## src/verilog/pmx_pkg.sv

```systemverilog
// package: constants for the port 7 output select and debug entry block
package pmx_pkg;
  localparam int SEL_W = 4;
  // output-select field: bit 3 set marks output mode, bit 2 ignored, bits 1:0 pick the source
  localparam int SEL_OUT_BIT = 3;
  localparam int SEL_SRC_HI = 1;
  localparam int SEL_SRC_LO = 0;
  localparam logic [1:0] SRC_GPIO = 2'h0;
  localparam logic [1:0] SRC_ALT1 = 2'h1;
  localparam logic [1:0] SRC_ALT2 = 2'h2;
  localparam logic [1:0] SRC_ALT3 = 2'h3;
  localparam logic [SEL_W-1:0] SEL_RESET = 4'h0;
  localparam int NPIN = 3;
  typedef enum logic [1:0] {PMX_IDX_B0, PMX_IDX_B2, PMX_IDX_B3} pmx_idx_t;
endpackage : pmx_pkg

```

## src/verilog/pmx_port7_mux.sv

```systemverilog
// port 7 bits 0, 2, 3 output multiplexer with debug entry capture
//
// How it works
// - each pin's 4-bit select field 1x00, 1x01 ... picks its driven source.
// - hardware-owned debug outputs override the software select field.
// - bit0 sources: port bit, timer3 toggle, timer6 toggle; debug data out owned.
// - bit2 sources: port bit, analog mux line 0; also debug data input.
// - bit3 sources: port bit, analog mux 1, serial ch1, ch0 data out.
// - test reset level at power-on reset release decides debug activation.
`timescale 1ns/100ps
module pmx_port7_mux
  import pmx_pkg::*;
(
  // clock and power-on reset
  input wire logic clk,
  input wire logic nrst,
  // select fields from port_pin_io_control_reg
  input wire logic [pmx_pkg::SEL_W-1:0] sel_bit0,
  input wire logic [pmx_pkg::SEL_W-1:0] sel_bit2,
  input wire logic [pmx_pkg::SEL_W-1:0] sel_bit3,
  // internal sources
  input wire logic [pmx_pkg::NPIN-1:0] port_out,
  input wire logic timer3_toggle_out,
  input wire logic timer6_toggle_out,
  input wire logic analog_mux_ctrl0,
  input wire logic analog_mux_ctrl1,
  input wire logic serial_ch1_data_out,
  input wire logic serial_ch0_data_out,
  // hardware-owned debug data out on bit0
  input wire logic dbg_data_out,
  input wire logic dbg_data_out_en,
  // test pins
  input wire logic test_reset_pin,
  input wire logic factory_test_enable_pin,
  // pads, bit order 0,2,3; oe low drives
  input wire logic [pmx_pkg::NPIN-1:0] pad_in,
  output logic [pmx_pkg::NPIN-1:0] pad_out,
  output logic [pmx_pkg::NPIN-1:0] pad_oe_n,
  // observed inputs
  output logic error_trigger_input,
  output logic dbg_test_data_in,
  output logic dbg_test_mode_sel,
  output logic dbg_active,
  output logic dbg_reset_n,
  output logic factory_test_mode
);
  import pmx_pkg::*;

  wire [SEL_W-1:0] sel [NPIN];
  wire [3:0] src [NPIN];
  wire [NPIN-1:0] next_out;
  wire [NPIN-1:0] next_oe_n;
  logic armed;
  wire dbg_owns_bit0 = dbg_active && dbg_data_out_en;
  wire [1:0] pick0 = sel_bit0[SEL_SRC_HI:SEL_SRC_LO];
  wire [1:0] pick2 = sel_bit2[SEL_SRC_HI:SEL_SRC_LO];
  wire [1:0] pick3 = sel_bit3[SEL_SRC_HI:SEL_SRC_LO];

  assign sel[PMX_IDX_B0] = sel_bit0;
  assign sel[PMX_IDX_B2] = sel_bit2;
  assign sel[PMX_IDX_B3] = sel_bit3;
  // unlisted sources fall back to low; bit2 has only two
  assign src[PMX_IDX_B0] = {1'b0, timer6_toggle_out, timer3_toggle_out, port_out[0]};
  assign src[PMX_IDX_B2] = {2'b00, analog_mux_ctrl0, port_out[1]};
  assign src[PMX_IDX_B3] = {serial_ch0_data_out, serial_ch1_data_out, analog_mux_ctrl1,
                            port_out[2]};

  genvar i;
  generate
    for (i = 0; i < NPIN; i++) begin : g_pin
      wire en_sw = sel[i][SEL_OUT_BIT];
      wire [1:0] pick = sel[i][SEL_SRC_HI:SEL_SRC_LO];
      // debug owner wins regardless of the field
      wire hw_own = (i == PMX_IDX_B0) && dbg_owns_bit0;
      assign next_out[i] = hw_own ? dbg_data_out : src[i][pick];
      assign next_oe_n[i] = !(hw_own || en_sw);
    end
  endgenerate

  always_ff @(posedge clk or negedge nrst) begin
    if (!nrst) begin
      pad_out <= '0;
      pad_oe_n <= '1;
    end else begin
      pad_out <= next_out;
      pad_oe_n <= next_oe_n;
    end
  end

  // capture happens on the first edge after release, a clocked stand-in for the reset edge
  always_ff @(posedge clk or negedge nrst) begin
    if (!nrst) begin
      armed <= 1'b1;
      dbg_active <= 1'b0;
    end else begin
      armed <= 1'b0;
      if (armed) dbg_active <= test_reset_pin;
    end
  end

  always_ff @(posedge clk or negedge nrst) begin
    if (!nrst) begin
      error_trigger_input <= 1'b0;
      dbg_test_data_in <= 1'b0;
      dbg_test_mode_sel <= 1'b0;
      dbg_reset_n <= 1'b0;
      factory_test_mode <= 1'b0;
    end else begin
      error_trigger_input <= pad_in[0];
      dbg_test_data_in <= pad_in[1];
      dbg_test_mode_sel <= pad_in[2];
      dbg_reset_n <= test_reset_pin;
      factory_test_mode <= !factory_test_enable_pin;
    end
  end

  // every check except chk_debug_hold looks one edge after the inputs, since the pads are registered
  chk_debug_capture: assert property (@(posedge clk) disable iff (!nrst)
    armed
    |=> dbg_active == $past(test_reset_pin))
    else $error("debug capture wrong");
  chk_debug_hold: assert property (@(posedge clk) disable iff (!nrst)
    !armed && !$past(armed)
    |-> $stable(dbg_active))
    else $error("debug flag moved");
  chk_arm_once: assert property (@(posedge clk) disable iff (!nrst)
    armed
    |=> !armed)
    else $error("capture window reopened");

  chk_hw_override: assert property (@(posedge clk) disable iff (!nrst)
    dbg_owns_bit0
    |=> pad_out[0] == $past(dbg_data_out) && !pad_oe_n[0])
    else $error("debug owner lost bit0");
  chk_owner_bit0_only: assert property (@(posedge clk) disable iff (!nrst)
    dbg_owns_bit0 && !sel_bit2[SEL_OUT_BIT] && !sel_bit3[SEL_OUT_BIT]
    |=> pad_oe_n[1] && pad_oe_n[2])
    else $error("debug owner reached another pin");

  chk_sel_gpio: assert property (@(posedge clk) disable iff (!nrst)
    !dbg_owns_bit0 && sel_bit0[SEL_OUT_BIT] && pick0 == SRC_GPIO
    |=> pad_out[0] == $past(port_out[0]) && !pad_oe_n[0])
    else $error("bit0 gpio wrong");
  chk_sel_t3: assert property (@(posedge clk) disable iff (!nrst)
    !dbg_owns_bit0 && pick0 == SRC_ALT1
    |=> pad_out[0] == $past(timer3_toggle_out))
    else $error("bit0 timer3 wrong");
  chk_sel_t6: assert property (@(posedge clk) disable iff (!nrst)
    !dbg_owns_bit0 && pick0 == SRC_ALT2
    |=> pad_out[0] == $past(timer6_toggle_out))
    else $error("bit0 timer6 wrong");
  chk_bit0_spare: assert property (@(posedge clk) disable iff (!nrst)
    !dbg_owns_bit0 && pick0 == SRC_ALT3
    |=> !pad_out[0])
    else $error("bit0 unused source not low");
  chk_bit0_off: assert property (@(posedge clk) disable iff (!nrst)
    !dbg_owns_bit0 && !sel_bit0[SEL_OUT_BIT]
    |=> pad_oe_n[0])
    else $error("bit0 driven in input mode");
  chk_bit0_on: assert property (@(posedge clk) disable iff (!nrst)
    sel_bit0[SEL_OUT_BIT]
    |=> !pad_oe_n[0])
    else $error("bit0 released in output mode");

  chk_bit2_gpio: assert property (@(posedge clk) disable iff (!nrst)
    pick2 == SRC_GPIO
    |=> pad_out[1] == $past(port_out[1]))
    else $error("bit2 gpio wrong");
  chk_sel_mux0: assert property (@(posedge clk) disable iff (!nrst)
    pick2 == SRC_ALT1
    |=> pad_out[1] == $past(analog_mux_ctrl0))
    else $error("bit2 mux wrong");
  chk_bit2_spare: assert property (@(posedge clk) disable iff (!nrst)
    pick2 == SRC_ALT2 || pick2 == SRC_ALT3
    |=> !pad_out[1])
    else $error("bit2 unused source not low");
  chk_bit2_drive: assert property (@(posedge clk) disable iff (!nrst)
    1'b1
    |=> pad_oe_n[1] != $past(sel_bit2[SEL_OUT_BIT]))
    else $error("bit2 drive enable wrong");

  chk_bit3_gpio: assert property (@(posedge clk) disable iff (!nrst)
    pick3 == SRC_GPIO
    |=> pad_out[2] == $past(port_out[2]))
    else $error("bit3 gpio wrong");
  chk_sel_mux1: assert property (@(posedge clk) disable iff (!nrst)
    pick3 == SRC_ALT1
    |=> pad_out[2] == $past(analog_mux_ctrl1))
    else $error("bit3 mux wrong");
  chk_sel_ser1: assert property (@(posedge clk) disable iff (!nrst)
    pick3 == SRC_ALT2
    |=> pad_out[2] == $past(serial_ch1_data_out))
    else $error("bit3 serial1 wrong");
  chk_sel_ser0: assert property (@(posedge clk) disable iff (!nrst)
    pick3 == SRC_ALT3
    |=> pad_out[2] == $past(serial_ch0_data_out))
    else $error("bit3 serial0 wrong");
  chk_input_off: assert property (@(posedge clk) disable iff (!nrst)
    !sel_bit3[SEL_OUT_BIT]
    |=> pad_oe_n[2])
    else $error("bit3 driven in input mode");
  chk_output_on: assert property (@(posedge clk) disable iff (!nrst)
    sel_bit3[SEL_OUT_BIT]
    |=> !pad_oe_n[2])
    else $error("bit3 released in output mode");

  chk_err_follow: assert property (@(posedge clk) disable iff (!nrst)
    1'b1
    |=> error_trigger_input == $past(pad_in[0]))
    else $error("error trigger input lagging");
  chk_test_data_in: assert property (@(posedge clk) disable iff (!nrst)
    1'b1
    |=> dbg_test_data_in == $past(pad_in[1]))
    else $error("test data input lagging");
  chk_mode_sel_follow: assert property (@(posedge clk) disable iff (!nrst)
    1'b1
    |=> dbg_test_mode_sel == $past(pad_in[2]))
    else $error("test mode select lagging");
  chk_test_reset_follow: assert property (@(posedge clk) disable iff (!nrst)
    1'b1
    |=> dbg_reset_n == $past(test_reset_pin))
    else $error("test reset level lagging");
  chk_test_enable_follow: assert property (@(posedge clk) disable iff (!nrst)
    1'b1
    |=> factory_test_mode != $past(factory_test_enable_pin))
    else $error("factory test mode wrong");
endmodule : pmx_port7_mux

```

## config.mk

```make
export PLATFORM = sky130hd
export DESIGN_NAME = pmx_port7_mux
export DESIGN_NICKNAME = d
export VERILOG_FILES = /design/src/verilog/pmx_pkg.sv /design/src/verilog/pmx_port7_mux.sv
export SDC_FILE = /design/constraint.sdc
export NUM_CORES = 1
export LEC_CHECK = 0
export BUFFER_PORTS_ARGS = -buffer_cell sky130_fd_sc_hd__buf_2
export CAP_MARGIN = 20
export CORE_UTILIZATION = 33
export CTS_CLUSTER_DIAMETER = 50
export DETAILED_ROUTE_END_ITERATION = 7
export GPL_TIMING_DRIVEN = 0
export PLACE_DENSITY = 0.83
export SLEW_MARGIN = 20
export SYNTH_ARGS = -nofsm -noshare
export SYNTH_HDL_FRONTEND = slang
export SYNTH_SLANG_ARGS = --single-unit
export TNS_END_PERCENT = 30
```

## constraint.sdc

```tcl
create_clock -name clk -period 1.2 [get_ports clk]
set_clock_uncertainty 0.15 [all_clocks]
set_input_delay 0.24 -clock clk [delete_from_list [all_inputs] [get_ports clk]]
set_output_delay 0.24 -clock clk [all_outputs]
set_load 0.05 [all_outputs]
```

==> results.cfg <==
[outcome]
status = finished with violations
violations = negative setup slack

[route]
wire_per_inst_um = 13.19
drtAntennaViolNets = 0
route.vias.total = 419
detail_route.drc_violations = 0
dr.pass1.iters = 4
dr.first_iter.drc_count = 13
routed_via_density = 4.457
detail_route.wirelength_um = 1240

[placed_design]
gp_congestion = 0.5979
worst_setup_slack_before_clock_tree_synthesis_ns = 0.06149
dp.final_hpwl_um = 860.2
port_buffers = 38
placedCellCount = 79

[timing]
finalSetupViolCount = 6
setup_repair_after_global_routing_missed_its_margin = yes
period_minus_slack_ns = 1.348
final_critical_path_setup_slack_ns = -0.1481
hold_viol = 0
holdWs_ns = 0.05561
finalSetupTns_ns = -0.5213
maximum_frequency_from_static_timing_analysis_mhz = 741.8
post-route-period-util = 1.123
timing_max_transition_violations_final = 0

[final_layout]
num-nets-final = 111
drive_gt1_frac = 0.6000
final-seq-area_sq_um = 331.6
layout_common_cells = buf_2, dlygate4sd3_1, buf_6, dfrtp_1, dfstp_2
syn_to_final_growth_pct = 99.42
instances_no_fill = 94
multi_input_area_sq_um = 92.59
layout_commonest_cell = buf_2
n_antenna_cell = 0
final.fill_count = 73

[grt]
grtUsageMet1 = 0.1846
groute.layer.met3.usage = 0.05814
antenna_found_initial = 0
busiest_layer = met2
largest_net_degree_at_the_start_of_global_routing = 14
wire_length_of_the_first_global_routing_pass_um = 1863
vias_in_the_first_global_route = 451
grt_usage = 0.2013
gr-total-overflow = 0
grtUsageMet2 = 0.3941

[yosys]
synthesis.yosys.warnings = 0
mapped_cells = 27
sequential_fraction_of_the_synthesis_area = 0.7608
combinational_family_with_the_most_area_after_synthesis = multiplexers
synth_top_cell_area_share = 0.5187
synth.mux.area_fraction = 0.1239
synth-compound-area-share = 0.04611
synth_simple_gate_area_frac = 0.03458
ys_ff_latch = 13
post_synth_num_cell_types = 13
netlist_area_sq_um = 434.2
post_synth_main_area_contributors = dfrtp_1, dfstp_2, mux4_2, mux2i_1, inv_1
yosys.area.top_type = dfrtp_1
syn_area_per_cell_sq_um = 16.08
synthXorXnorAreaFrac = 0
synthAdderAreaFrac = 0
synthesis.nets = 57

[worst_hold_path]
worst_hold_path.num_cells = 2
hold_path_class = in2reg

[die]
die-height_um = 38.27
number_of_top_level_pins = 42
die-width_um = 38.27
initial_standard_cell_utilization_of_the_core = 0.3707
core_region_area_sq_um = 1171
placementRows = 12
design.die.area_sq_um = 1465

[pwr]
power.static_leakage_nw = 0.4394
sequentialPowerShare = 0.473
p_int_w = 0.0007321
netSwitchingFraction = 0.2975
finalPower_w = 0.001042
p_sw_w = 0.0003101
power_density_nw_per_um2 = 1204
power_frac_comb = 0.270
irDropWorstVdd_mv = 0.7311
power.clock.fraction = 0.258

[critical_path]
timing.critical_path.arrival_ns = 0.96
cp_max_fo = 1
timing_worst_setup_path_type = reg2out
critical_path.slowest_cell = dfstp_2
timing.critical_path.buf_inv = 1
worstSetupEndpointType = primary output
reg2regPathDepth = 1
sort_of_element_at_the_start_of_the_critical_path = register
required_ns = 0.81
crit_family = flip-flops
timing.critical_path.slowest_cell_delay_ns = 0.55
critical_path.cell_chain = buf_8
stages_on_worst_setup_path = 1

[clock_tree]
cts_made_buffers = 3
numClockSinks = 13
clock_tree.root_cell = clkbuf_4
cts_htree_levels = 1
clk_path_buf_depth = 2
tritoncts = done
clock_latency_reported_for_the_late_side_of_the_worst_skew_pair_ns = 0.27
clk_pin_slew_worst_paths_ns = 0.08

[run]
maxCapViolCount = 0
[power groups by stage]
stage,Clock [W],Combinational (W),Sequential (W)
floorplan,0,0.0000260,0.000594
global placement,0,0.000206,0.000489
detailed placement,0,0.000215,0.000491
CTS,0.000264,0.000279,0.000491
global route,0.000287,0.000295,0.000496
finish,0.000269,0.000281,0.000492
[cell families (layout without fill, tap and decap cells)]
logic type             count (synthesis)  count (layout)
AOI/OAI and AO/OA                      3               3
buffers and inverters                  3              56
DFF                                   13              13
muxes                                  4               4
other                                  1               1
and+or+nand+nor                        3               3
[worst paths after layout]
check	end	startpoint	slack, ns
max	pad_oe_n[2]	pad_oe_n[2]	-0.15
min	pad_out[0]	dbg_data_out	0.06
max reg2reg	dbg_active	armed	0.10
min reg2reg	pad_oe_n[0]	dbg_active	0.32
max in group asynchronous	armed	nrst	0.40
min in group asynchronous	dbg_test_data_in	nrst	0.23
[Yosys cell counts (all sizes together)]
cell    count
conb        1
mux2i       2
o211ai      1
mux4        1
mux2        1
dfstp       4
nand2       1
nor2        1
nand3b      1
a21oi       1
inv         3
dfrtp       9
o21a        1
[registers in the layout, indices dropped and copies added, names as in the netlist]
register             flops
armed                    1
dbg_active               1
dbg_reset_n              1
dbg_test_data_in         1
dbg_test_mode_sel        1
error_trigger_input      1
factory_test_mode        1
pad_oe_n                 3
pad_out                  3
[area by class of cell]
cell class,instances,area share
Multi-Input combinational cell,11,0.1069
Sequential cell,13,0.3829
Clock buffer,4,0.03035
Inverter,3,0.01301
Tap cell,14,0.02023
Timing Repair Buffer,49,0.4465
[metal layers]
metal,share of wire,up-vias
li1,-,193
met1,0.33,196
met2,0.59,26
met3,0.070,4
met4,0.015,0
met5,0,-
[through the flow]
| step | area (sq um) | utilization |
|---|---|---|
| 2_1_floorplan | 435.4 | - |
| 3_5_place_dp | 643.1 | 0.5491 |
| 3_3_place_gp | 643.1 | 0.5491 |
| 6_report | 865.8 | 0.7393 |
| 4_1_cts | 862.1 | 0.7361 |
| 5_1_grt | 865.8 | 0.7393 |
[what timing repair did]
action / CTS / global route
hold endpoints to repair: 22 / 0
buffers inserted: 0 / 0
gates resized for setup: 26 / 1
hold buffers: 11 / 0
endpoints found under the setup margin: 12 / 12
No activity file was read; power rests on OpenSTA's default activity.
